==> src/hdl/adcc_pkg.sv <==
package adcc_pkg;

  localparam int ADDR_W = 3;
  localparam int DATA_W = 8;
  localparam int RES_W  = 10;
  localparam int CHAN_N = 12;
  localparam int CHS_W  = 4;
  localparam int IRQ_W  = 2;

  // ************************************************************
  // Register map.
  // ************************************************************
  localparam logic [ADDR_W-1:0] OFS_CTRL0 = 3'h0;
  localparam logic [ADDR_W-1:0] OFS_CTRL1 = 3'h1;
  localparam logic [ADDR_W-1:0] OFS_CTRL2 = 3'h2;
  localparam logic [ADDR_W-1:0] OFS_RESH  = 3'h3;
  localparam logic [ADDR_W-1:0] OFS_RESL  = 3'h4;
  localparam logic [ADDR_W-1:0] OFS_ISTAT = 3'h5;
  localparam logic [ADDR_W-1:0] OFS_ICLR  = 3'h6;
  localparam logic [ADDR_W-1:0] OFS_IEN   = 3'h7;

  // ************************************************************
  // Field positions and reset values.
  // ************************************************************
  localparam int B_CAL    = 7;
  localparam int B_UNIMP  = 6;
  localparam int B_CHS_HI = 5;
  localparam int B_CHS_LO = 2;
  localparam int B_GO     = 1;
  localparam int B_ON     = 0;
  localparam int B_JUST   = 7;
  localparam int B_ACQ_HI = 5;
  localparam int B_ACQ_LO = 3;
  localparam int B_CLK_HI = 2;
  localparam int B_CLK_LO = 0;
  localparam int I_DONE   = 0;
  localparam int I_CAL    = 1;
  localparam logic [DATA_W-1:0] CTRL_RST   = 8'h00;
  localparam logic [DATA_W-1:0] CTRL2_MASK = 8'hBF;
  localparam logic [DATA_W-1:0] BYTE_ZERO  = 8'h00;
  localparam logic [IRQ_W-1:0]  IRQ_RST    = 2'h0;
  localparam logic [CHS_W-1:0]  CHS_LAST   = 4'hB;
  localparam logic [3:0]        BIT_MSB    = 4'h9;
  localparam logic [3:0]        CNT_ZERO   = 4'h0;
  localparam logic [3:0]        CNT_ONE    = 4'h1;
  localparam logic [RES_W-1:0]  RES_ZERO   = 10'h000;

  // ************************************************************
  // Timing: converter clock period is DIV_BASE system cycles
  // shifted left by the clock select field, which keeps every
  // comparator decision at least four cycles behind its code change.
  // ************************************************************
  localparam logic [9:0] DIV_BASE  = 10'h004;
  localparam logic [9:0] DIV_ONE   = 10'h001;
  localparam logic [9:0] DIV_ZERO  = 10'h000;
  localparam int         ACQ_SHIFT = 1;

  typedef enum logic [1:0] {
    ADCC_IDLE = 2'b00,
    ADCC_ACQ  = 2'b01,
    ADCC_CONV = 2'b11,
    ADCC_DONE = 2'b10
  } adcc_state_t;

  function automatic logic adcc_chan_valid(input logic [CHS_W-1:0] channel_select);
    return channel_select <= CHS_LAST;
  endfunction

  function automatic logic [CHAN_N-1:0] adcc_onehot(input logic [CHS_W-1:0] channel_select);
    logic [CHAN_N-1:0] oh;
    oh = '0;
    if (adcc_chan_valid(channel_select)) begin
      oh[channel_select] = 1'b1;
    end
    return oh;
  endfunction

endpackage

==> src/hdl/adcc_sar.sv <==
`timescale 1ns/1ns
module adcc_sar
  import adcc_pkg::*;
(
  input  wire logic             clk,       // System clock.
  input  wire logic             rst_n,     // Asynchronous reset, active low.
  input  wire logic             ce,        // Clock enable.
  input  wire logic             start,     // Start pulse.
  input  wire logic             abort,     // Stop and return to idle.
  input  wire logic             tick,      // Converter clock enable.
  input  wire logic [3:0]       acq_ticks, // Acquisition length in ticks.
  input  wire logic             cmp,       // Synchronised comparator.
  output logic                  busy,      // Conversion in progress.
  output logic                  sample,    // Sample switch closed.
  output logic                  done,      // Result ready pulse.
  output logic [RES_W-1:0]      code,      // Trial code to the DAC.
  output logic [RES_W-1:0]      result     // Last resolved code.
);

  adcc_state_t      state_reg, state_next;
  logic [3:0]       acq_cnt_reg;
  logic [3:0]       idx_reg;
  logic [RES_W-1:0] code_reg, code_next;
  logic [RES_W-1:0] result_reg;

  always_comb begin
    state_next = state_reg;
    unique case (state_reg)
      ADCC_IDLE: if (start) state_next = (acq_ticks != CNT_ZERO) ? ADCC_ACQ : ADCC_CONV;
      ADCC_ACQ:  if (tick && acq_cnt_reg == CNT_ONE) state_next = ADCC_CONV;
      ADCC_CONV: if (tick && idx_reg == CNT_ZERO) state_next = ADCC_DONE;
      ADCC_DONE: state_next = ADCC_IDLE;
    endcase
    if (abort) begin
      state_next = ADCC_IDLE;
    end
  end

  // Resolve the bit under trial and raise the next one.
  always_comb begin
    code_next = code_reg;
    code_next[idx_reg] = cmp;
    if (idx_reg != CNT_ZERO) begin
      code_next[idx_reg - CNT_ONE] = 1'b1;
    end
  end

  always_ff @(posedge clk or negedge rst_n) begin
    if (!rst_n) begin
      state_reg <= ADCC_IDLE;
    end else if (ce) begin
      state_reg <= state_next;
    end
  end

  always_ff @(posedge clk or negedge rst_n) begin
    if (!rst_n) begin
      acq_cnt_reg <= CNT_ZERO;
    end else if (ce) begin
      if (state_reg == ADCC_IDLE) begin
        acq_cnt_reg <= acq_ticks;
      end else if (state_reg == ADCC_ACQ && tick) begin
        acq_cnt_reg <= acq_cnt_reg - CNT_ONE;
      end
    end
  end

  always_ff @(posedge clk or negedge rst_n) begin
    if (!rst_n) begin
      code_reg <= RES_ZERO;
      idx_reg  <= BIT_MSB;
    end else if (ce) begin
      if (state_reg != ADCC_CONV && state_next == ADCC_CONV) begin
        code_reg          <= RES_ZERO;
        code_reg[BIT_MSB] <= 1'b1;
        idx_reg           <= BIT_MSB;
      end else if (state_reg == ADCC_CONV && tick) begin
        code_reg <= code_next;
        idx_reg  <= idx_reg - CNT_ONE;
      end
    end
  end

  always_ff @(posedge clk or negedge rst_n) begin
    if (!rst_n) begin
      result_reg <= RES_ZERO;
    end else if (ce && state_reg == ADCC_CONV && state_next == ADCC_DONE) begin
      result_reg <= code_next;
    end
  end

  assign busy   = (state_reg != ADCC_IDLE);
  assign sample = (state_reg == ADCC_ACQ);
  assign done   = (state_reg == ADCC_DONE);
  assign code   = code_reg;
  assign result = result_reg;

  property p_sar_done_once;
    @(posedge clk) disable iff (!rst_n || !ce)
      done |=> !done && !busy;
  endproperty
  a_sar_done_once: assert property (p_sar_done_once) else $error("done not one cycle");

endmodule // adcc_sar

==> src/hdl/adcc_top.sv <==
`timescale 1ns/1ns
module adcc_top
  import adcc_pkg::*;
(
  input  wire logic              clk,         // System clock, 250 MHz.
  input  wire logic              rst_n,       // Asynchronous reset, active low.
  input  wire logic              ce,          // Clock enable, freezes all state.
  input  wire logic [ADDR_W-1:0] reg_addr,    // Register address.
  input  wire logic [DATA_W-1:0] reg_wdata,   // Register write data.
  input  wire logic              reg_wr,      // Write strobe.
  input  wire logic              reg_rd,      // Read strobe.
  output logic      [DATA_W-1:0] reg_rdata,   // Read data, cycle after strobe.
  output logic                   irq,         // Interrupt, level, active high.
  output logic                   conv_power,  // Converter powered.
  output logic      [CHAN_N-1:0] chan_sel,    // One-hot input multiplexer select.
  output logic                   sample_hold, // Sample switch closed.
  output logic                   cal_mode,    // Calibration cycle running.
  output logic      [RES_W-1:0]  dac_code,    // Trial code to the DAC.
  output logic      [DATA_W-1:0] port_cfg,    // Pin configuration byte.
  input  wire logic              cmp_in       // Analog comparator output.
);

  // ************************************************************
  // Declarations.
  // ************************************************************
  logic              cal_req_reg;
  logic [CHS_W-1:0]  chs_reg;
  logic              go_reg;
  logic              on_reg;
  logic [DATA_W-1:0] ctrl1_reg;
  logic [DATA_W-1:0] ctrl2_reg;
  logic [RES_W-1:0]  res_reg;
  logic [RES_W-1:0]  offset_reg;
  logic [IRQ_W-1:0]  istat_reg;
  logic [IRQ_W-1:0]  ien_reg;
  logic [DATA_W-1:0] rdata_reg, rdata_next;
  logic [CHAN_N-1:0] chan_reg;
  logic              cal_act_reg;
  logic              cmp_meta_reg;
  logic              cmp_sync_reg;
  logic [9:0]        div_cnt_reg;
  logic [9:0]        div_period;
  logic              tick;
  logic              wr_ctrl0;
  logic              start;
  logic              abort;
  logic              sar_busy;
  logic              sar_sample;
  logic              sar_done;
  logic [RES_W-1:0]  sar_code;
  logic [RES_W-1:0]  sar_result;
  logic [RES_W-1:0]  res_corr;
  logic [3:0]        acq_ticks;
  logic [DATA_W-1:0] ctrl0_view;
  logic [DATA_W-1:0] resh_view;
  logic [DATA_W-1:0] resl_view;
  logic [IRQ_W-1:0]  ev_set;
  logic [IRQ_W-1:0]  ev_clr;

  // ************************************************************
  // Command decode.
  // ************************************************************
  assign wr_ctrl0 = reg_wr && (reg_addr == OFS_CTRL0);
  // A start needs the module already on and kept on by the same write.
  assign start = wr_ctrl0 && reg_wdata[B_GO] && reg_wdata[B_ON] && on_reg && !go_reg;
  assign abort = wr_ctrl0 && !reg_wdata[B_ON];

  // ************************************************************
  // Control register 0.
  // ************************************************************
  always_ff @(posedge clk or negedge rst_n) begin
    if (!rst_n) begin
      cal_req_reg <= CTRL_RST[B_CAL];
      chs_reg     <= CTRL_RST[B_CHS_HI:B_CHS_LO];
      on_reg      <= CTRL_RST[B_ON];
    end else if (ce && wr_ctrl0) begin
      cal_req_reg <= reg_wdata[B_CAL];
      chs_reg     <= reg_wdata[B_CHS_HI:B_CHS_LO];
      on_reg      <= reg_wdata[B_ON];
    end
  end

  // The status bit is set only by a start and cleared at done or by an abort.
  always_ff @(posedge clk or negedge rst_n) begin
    if (!rst_n) begin
      go_reg <= CTRL_RST[B_GO];
    end else if (ce) begin
      if (start) begin
        go_reg <= 1'b1;
      end else if (sar_done || abort) begin
        go_reg <= 1'b0;
      end
    end
  end

  // ************************************************************
  // Control registers 1 and 2.
  // ************************************************************
  always_ff @(posedge clk or negedge rst_n) begin
    if (!rst_n) begin
      ctrl1_reg <= CTRL_RST;
    end else if (ce && reg_wr && reg_addr == OFS_CTRL1) begin
      ctrl1_reg <= reg_wdata;
    end
  end

  always_ff @(posedge clk or negedge rst_n) begin
    if (!rst_n) begin
      ctrl2_reg <= CTRL_RST;
    end else if (ce && reg_wr && reg_addr == OFS_CTRL2) begin
      ctrl2_reg <= reg_wdata & CTRL2_MASK;
    end
  end

  // ************************************************************
  // Converter clock divider, held in reset while idle.
  // ************************************************************
  assign div_period = DIV_BASE << ctrl2_reg[B_CLK_HI:B_CLK_LO];
  assign tick       = sar_busy && (div_cnt_reg == div_period - DIV_ONE);

  always_ff @(posedge clk or negedge rst_n) begin
    if (!rst_n) begin
      div_cnt_reg <= DIV_ZERO;
    end else if (ce) begin
      if (!sar_busy || tick) begin
        div_cnt_reg <= DIV_ZERO;
      end else begin
        div_cnt_reg <= div_cnt_reg + DIV_ONE;
      end
    end
  end

  assign acq_ticks = 4'({1'b0, ctrl2_reg[B_ACQ_HI:B_ACQ_LO]} << ACQ_SHIFT);

  // ************************************************************
  // Comparator synchroniser.
  // ************************************************************
  always_ff @(posedge clk or negedge rst_n) begin
    if (!rst_n) begin
      cmp_meta_reg <= 1'b0;
      cmp_sync_reg <= 1'b0;
    end else if (ce) begin
      cmp_meta_reg <= cmp_in;
      cmp_sync_reg <= cmp_meta_reg;
    end
  end

  // ************************************************************
  // Successive-approximation engine.
  // ************************************************************
  adcc_sar u_sar (
    .clk       (clk),
    .rst_n     (rst_n),
    .ce        (ce),
    .start     (start),
    .abort     (abort),
    .tick      (tick),
    .acq_ticks (acq_ticks),
    .cmp       (cmp_sync_reg),
    .busy      (sar_busy),
    .sample    (sar_sample),
    .done      (sar_done),
    .code      (sar_code),
    .result    (sar_result)
  );

  // Channel and calibration mode are latched at start so that a
  // control 0 write during a conversion cannot change them unless it clears the on bit and aborts.
  always_ff @(posedge clk or negedge rst_n) begin
    if (!rst_n) begin
      chan_reg    <= '0;
      cal_act_reg <= 1'b0;
    end else if (ce) begin
      if (start) begin
        chan_reg    <= adcc_onehot(reg_wdata[B_CHS_HI:B_CHS_LO]);
        cal_act_reg <= reg_wdata[B_CAL];
      end else if (sar_done || abort) begin
        chan_reg    <= '0;
        cal_act_reg <= 1'b0;
      end
    end
  end

  // ************************************************************
  // Result and calibration offset.
  // ************************************************************
  assign res_corr = (sar_result > offset_reg) ? sar_result - offset_reg : RES_ZERO;

  always_ff @(posedge clk or negedge rst_n) begin
    if (!rst_n) begin
      offset_reg <= RES_ZERO;
    end else if (ce && sar_done && cal_act_reg) begin
      offset_reg <= sar_result;
    end
  end

  always_ff @(posedge clk or negedge rst_n) begin
    if (!rst_n) begin
      res_reg <= RES_ZERO;
    end else if (ce && sar_done && !cal_act_reg) begin
      res_reg <= res_corr;
    end
  end

  // ************************************************************
  // Interrupt status, clear and enable.
  // ************************************************************
  assign ev_set = {sar_done && cal_act_reg, sar_done && !cal_act_reg};
  assign ev_clr = (reg_wr && reg_addr == OFS_ICLR) ? reg_wdata[IRQ_W-1:0] : IRQ_RST;

  // A new event wins over a clear in the same cycle.
  always_ff @(posedge clk or negedge rst_n) begin
    if (!rst_n) begin
      istat_reg <= IRQ_RST;
    end else if (ce) begin
      istat_reg <= (istat_reg & ~ev_clr) | ev_set;
    end
  end

  always_ff @(posedge clk or negedge rst_n) begin
    if (!rst_n) begin
      ien_reg <= IRQ_RST;
    end else if (ce && reg_wr && reg_addr == OFS_IEN) begin
      ien_reg <= reg_wdata[IRQ_W-1:0];
    end
  end

  // ************************************************************
  // Read path.
  // ************************************************************
  always_comb begin
    ctrl0_view           = BYTE_ZERO;
    ctrl0_view[B_CAL]    = cal_req_reg;
    ctrl0_view[B_UNIMP]  = 1'b0;
    ctrl0_view[B_CHS_HI:B_CHS_LO] = chs_reg;
    ctrl0_view[B_GO]     = go_reg && on_reg;
    ctrl0_view[B_ON]     = on_reg;
  end

  // Right justified puts bits 9..8 in the high byte, left justified
  // puts bits 9..2 there and bits 1..0 at the top of the low byte.
  always_comb begin
    if (ctrl2_reg[B_JUST]) begin
      resh_view = {6'h00, res_reg[9:8]};
      resl_view = res_reg[7:0];
    end else begin
      resh_view = res_reg[9:2];
      resl_view = {res_reg[1:0], 6'h00};
    end
  end

  always_comb begin
    rdata_next = BYTE_ZERO;
    if (reg_rd) begin
      unique case (reg_addr)
        OFS_CTRL0: rdata_next = ctrl0_view;
        OFS_CTRL1: rdata_next = ctrl1_reg;
        OFS_CTRL2: rdata_next = ctrl2_reg;
        OFS_RESH:  rdata_next = resh_view;
        OFS_RESL:  rdata_next = resl_view;
        OFS_ISTAT: rdata_next = {6'h00, istat_reg};
        OFS_ICLR:  rdata_next = BYTE_ZERO;
        OFS_IEN:   rdata_next = {6'h00, ien_reg};
      endcase
    end
  end

  always_ff @(posedge clk or negedge rst_n) begin
    if (!rst_n) begin
      rdata_reg <= BYTE_ZERO;
    end else if (ce) begin
      rdata_reg <= rdata_next;
    end
  end

  // ************************************************************
  // Outputs.
  // ************************************************************
  assign reg_rdata   = rdata_reg;
  assign irq         = |(istat_reg & ien_reg);
  assign conv_power  = on_reg;
  assign chan_sel    = chan_reg;
  assign sample_hold = sar_sample;
  assign cal_mode    = cal_act_reg;
  assign dac_code    = sar_code;
  assign port_cfg    = ctrl1_reg;

  // ************************************************************
  // Assertions.
  // ************************************************************
  property p_start_busy;
    @(posedge clk) disable iff (!rst_n || !ce)
      start |=> go_reg && sar_busy;
  endproperty
  a_start_busy: assert property (p_start_busy) else $error("start did not begin");

  property p_done_clears;
    @(posedge clk) disable iff (!rst_n || !ce)
      sar_done && !cal_act_reg |=> !go_reg && res_reg == $past(res_corr);
  endproperty
  a_done_clears: assert property (p_done_clears) else $error("status not cleared");

  property p_disable_stops;
    @(posedge clk) disable iff (!rst_n || !ce)
      abort |=> !sar_busy && !go_reg && chan_sel == '0;
  endproperty
  a_disable_stops: assert property (p_disable_stops) else $error("disable ignored");

  property p_unimp_zero;
    @(posedge clk) disable iff (!rst_n || !ce)
      reg_rd && reg_addr == OFS_CTRL0 |=> !reg_rdata[B_UNIMP];
  endproperty
  a_unimp_zero: assert property (p_unimp_zero) else $error("bit 6 not zero");

  property p_status_read;
    @(posedge clk) disable iff (!rst_n || !ce)
      reg_rd && reg_addr == OFS_CTRL0 && on_reg |=> reg_rdata[B_GO] == $past(sar_busy);
  endproperty
  a_status_read: assert property (p_status_read) else $error("status mismatch");

  property p_chan_sel;
    @(posedge clk) disable iff (!rst_n || !ce)
      start |=> chan_sel == adcc_onehot($past(reg_wdata[B_CHS_HI:B_CHS_LO]))
                && $onehot0(chan_sel);
  endproperty
  a_chan_sel: assert property (p_chan_sel) else $error("channel select wrong");

  property p_power;
    @(posedge clk) disable iff (!rst_n || !ce)
      wr_ctrl0 |=> conv_power == $past(reg_wdata[B_ON]);
  endproperty
  a_power: assert property (p_power) else $error("power not following enable");

  property p_cal_keeps_result;
    @(posedge clk) disable iff (!rst_n || !ce)
      sar_done && cal_act_reg |=> $stable(res_reg) && offset_reg == $past(sar_result);
  endproperty
  a_cal_keeps_result: assert property (p_cal_keeps_result) else $error("cal wrote result");

  property p_set_wins;
    @(posedge clk) disable iff (!rst_n || !ce)
      ev_set[I_DONE] |=> istat_reg[I_DONE];
  endproperty
  a_set_wins: assert property (p_set_wins) else $error("event lost");

  c_conversion: cover property (@(posedge clk) disable iff (!rst_n)
    sar_done && !cal_act_reg);
  c_calibration: cover property (@(posedge clk) disable iff (!rst_n)
    sar_done && cal_act_reg);
  c_abort: cover property (@(posedge clk) disable iff (!rst_n)
    abort && sar_busy);

endmodule // adcc_top

==> config.mk <==
export PLATFORM = sky130hd
export DESIGN_NAME = adcc_top
export DESIGN_NICKNAME = d
export VERILOG_FILES = /design/src/hdl/adcc_pkg.sv /design/src/hdl/adcc_sar.sv /design/src/hdl/adcc_top.sv
export SDC_FILE = /design/constraint.sdc
export NUM_CORES = 1
export LEC_CHECK = 0
export ABC_AREA = 1
export BUFFER_PORTS_ARGS = -buffer_cell sky130_fd_sc_hd__buf_2
export CORE_MARGIN = 3
export CORE_UTILIZATION = 25
export CTS_CLUSTER_DIAMETER = 120
export DETAILED_ROUTE_END_ITERATION = 8
export REMOVE_ABC_BUFFERS = 1
export SLEW_MARGIN = 40
export SYNTH_ARGS = -nofsm -noshare
export SYNTH_HDL_FRONTEND = slang
export SYNTH_HIERARCHICAL = 1
export SYNTH_SLANG_ARGS = --single-unit
==> constraint.sdc <==
create_clock -name clk -period 3.48 [get_ports clk]
set_input_delay 1.044 -clock clk [delete_from_list [all_inputs] [get_ports clk]]
set_output_delay 1.044 -clock clk [all_outputs]
set_load 0.05 [all_outputs]
==> flow_metrics.py <==
metrics = {
    "grt": {
        "overflow": 0,
        "grt_use_total_pct": 12.8,
        "grt_max_degree": 50,
        "antenna_found_initial": 0,
        "grt_pass1_vias": 5397,
        "grt_pass1_wl_mm": 27.8,
    },
    "timing": {
        "worst_slew_pin_slew_ns": 0.725,
        "rsz0062_at_grt": "false",
        "fmax_ghz": 0.400,
        "fin_crit_sh_pct": 71.8,
        "finalSetupTns_ns": 0,
        "setup_violations": 0,
        "report.final.slew_viol_count": 0,
        "fin_skew_ns": 0.0106,
        "finalWorstPathRequiredPeriod_ns": 2.50,
        "slew_headroom_pct": 51.5,
        "hold_viol_final": 0,
    },
    "final_layout": {
        "drive_above_1_share_pct": 12.8,
        "largest_register_ffs": 12,
        "antenna_cells": 0,
        "area_growth_pct": 14.9,
        "fillCellCount": 2697,
        "final_cells": 1241,
        "final_nets": 949,
    },
    "synthesis": {
        "syn_inst": 855,
        "seq_area_frac_synth_pct": 43.2,
        "ys.warnings.count": 6,
        "synth_edf_count": 0,
        "synthFlopType": "dfrtp_1",
        "ys_ff_latch": 109,
        "async_reset_ff_share_pct": 100,
        "synth_area_um2": 6310,
        "synth.distinct_cells": 44,
        "avgSynthCellArea_um2": 7.38,
    },
    "critical_path": {
        "crit_arrival_ns": 2.75,
        "cp_top_family": "simple AND/OR/NAND/NOR gates",
        "worstPathCellList": "buf_2, inv_1, nand2_4, inv_6, nand2_4, nor2_1, inv_1, nand2_1, a21oi_2, nand3_2, nand2_2, nand2_4, nand2_1, nand2_1",
        "startpoint_type": "input port",
        "crit_required_ns": 3.73,
        "path_class": "input port to register",
        "rr_endpoint": "u_sar/result[9]$_DFFE_PN0P_",
        "r2r_slack_ns": 1.09,
        "r2r_cells": 15,
        "critPathMaxFanout": 14,
        "critical-path-slowest-cell": "buf_2",
        "r2r-start": "ctrl2_reg[2]$_DFFE_PN0P_",
        "max_stage_delay_ns": 0.20,
        "cp_num_buf_inv": 4,
        "endpoint_kind": "register",
        "startpoint": "reg_addr[2]",
    },
    "clocking": {
        "post_cts_buffers": 0,
        "clock-sinks": 109,
        "cts_root_buffer": "clkbuf_16",
        "cts.clk_slew.worst_paths_ns": 0.08,
        "cts_resized": 0,
        "hold_buffers": 0,
        "clockBufferDepth": 2,
        "cts_made_buffers": 9,
        "htreeDepth": 3,
        "cts_tree": "yes",
        "clock_latency_ns": 0.36,
    },
    "hold_path": {
        "hold_class": "register to register",
        "hold_depth": 2,
        "min_from": "cmp_meta_reg$_DFFE_PN0P_",
        "hold_path_end": "cmp_meta_reg$_DFFE_PN0P_",
    },
    "job": {
        "drv_cap": 0,
    },
    "pwr": {
        "vdd_ir_drop_max_mv": 0.248,
        "p_per_area_nw_per_um2": 530,
        "power.leakage_uw": 0.00393,
    },
    "floorplan": {
        "die_x_um": 165,
        "dieArea_um2": 27200,
        "fp.dieH_um": 165,
        "ios": 59,
        "core_um2": 24500,
        "start_util_pct": 25.7,
        "fp-row-count": 57,
    },
    "place": {
        "io_buffers": 58,
        "dp_hpwl_mm": 12.9,
        "gp_congestion": 0.915,
        "dpl.cell_count": 1225,
    },
    "routing": {
        "viasPerCell": 4.52,
        "drt-pass1-iter-count": 5,
        "wl_mm": 16.9,
        "drc": 0,
        "ant_nets": 0,
        "via_count": 5612,
        "drtIter0Drc": 389,
        "routedWlPerCell_um": 13.6,
    },
    "run_status": {
        "outcome": "finished clean",
    },
}
[cells in the mapped netlist (2+ instances only)]
cell / count / area [µm²]
clkbuf_1: 8 / 30.0
buf_4: 4 / 30.0
nor3_4: 2 / 32.5
nand3b_1: 2 / 15.0
buf_6: 3 / 33.8
a22o_1: 2 / 17.5
buf_2: 5 / 25.0
o22ai_1: 3 / 18.8
nand3_1: 64 / 320
nand2_1: 309 / 1160
dfrtp_1: 107 / 2680
o211ai_1: 5 / 37.5
nor2_1: 67 / 251
xor2_1: 4 / 35.0
ha_1: 19 / 238
o21ai_1: 6 / 30.0
inv_1: 99 / 372
nand2_2: 3 / 18.8
nand4_1: 23 / 144
a21oi_1: 31 / 155
xnor2_1: 4 / 35.0
o21ai_0: 46 / 230
nand2_4: 4 / 45.0
o21ai_2: 13 / 114
nor2_2: 2 / 12.5
dfstp_2: 2 / 52.6
[layout by cell type, fill, tap and decap left out, types with 5 or more instances in the layout]
| master | netlist | layout |
|---|---|---|
| nand3_1 | 64 | 64 |
| inv_1 | 99 | 99 |
| a21oi_1 | 31 | 31 |
| buf_4 | 4 | 7 |
| o21ai_0 | 46 | 46 |
| clkbuf_16 | 0 | 9 |
| buf_2 | 5 | 57 |
| nand4_1 | 23 | 23 |
| o211ai_1 | 5 | 5 |
| nor2_1 | 67 | 67 |
| nand2_1 | 309 | 309 |
| dfrtp_1 | 107 | 107 |
| o21ai_1 | 6 | 6 |
| o21ai_2 | 13 | 13 |
| ha_1 | 19 | 19 |
[worst max-delay path by stage]
stage	end	slack [ns]	cells past startpoint
floorplan	u_sar/code[9]$_DFFE_PN0P_	0.97	12
global placement	u_sar/code[9]$_DFFE_PN0P_	0.67	14
detailed placement	u_sar/idx_reg[2]$_DFFE_PN0P_	0.62	14
CTS	u_sar/idx_reg[2]$_DFFE_PN0P_	1.0	14
global route	u_sar/result[5]$_DFFE_PN0P_	0.72	12
finish	u_sar/idx_reg[2]$_DFFE_PN0P_	0.98	14
[stage by stage]
stage | setup slack [ns] | util [%] | hold slack (ns) | total power [µW] | instance area, µm²
after detailed placement | 0.625 | 28.4 | 0.456 | 2830 | 6960
after floorplan | 0.975 | - | 0.442 | 2470 | 6200
final | 0.982 | 29.6 | 0.473 | 3840 | 7250
after global placement | 0.667 | 28.4 | 0.453 | 2810 | 6960
after CTS | 0.999 | 29.6 | 0.475 | 3880 | 7250
after global routing | 0.715 | 29.6 | 0.487 | 4110 | 7250
[cells by family (layout without fill, tap and decap cells)]
| family | count (synthesis) | count (layout) | share of synthesized area (%) |
|---|---|---|---|
| AO/OA/AOI/OAI | 113 | 113 | 10.7 |
| XOR/XNOR | 8 | 8 | 1.11 |
| adder cells (fa/ha/maj) | 20 | 20 | 4.08 |
| buffers and inverters | 122 | 183 | 8.03 |
| flip-flops | 109 | 109 | 43.2 |
| multiplexers | 1 | 1 | 0.238 |
| other | 1 | 2 | 0.0594 |
| AND/OR/NAND/NOR | 481 | 481 | 32.6 |
[cell type report]
type	count	area (µm²)	share of cell area [%]
flip-flops and latches	109	2730	37.6
clock inverters	6	62.6	0.863
clock buffers	10	229	3.16
well taps	324	405	5.59
repair buffers	65	358	4.93
multi-input cells	625	3080	42.5
inverters	102	388	5.35
[metal layers]
layer,track usage (%),wire [µm],vias up
li1,-,-,2857
met1,17.5,8000,2610
met2,20.5,7650,123
met3,2.41,879,22
met4,4.12,319,0
met5,0,0,-
[report_power, final]
group / switching (µW) / internal (µW) / total [µW]
clock: 533 / 508 / 1040
sequential: 205 / 1470 / 1670
combinational: 786 / 346 / 1130
total: 1520 / 2320 / 3840
[tightest hold or removal path, cell delays in order, from the launching register on]
cell	delay (ns)
dfrtp_1	0.34
nand2_1	0.06
nand2_1	0.05
Note: power is estimated with default switching activity, not from simulation.
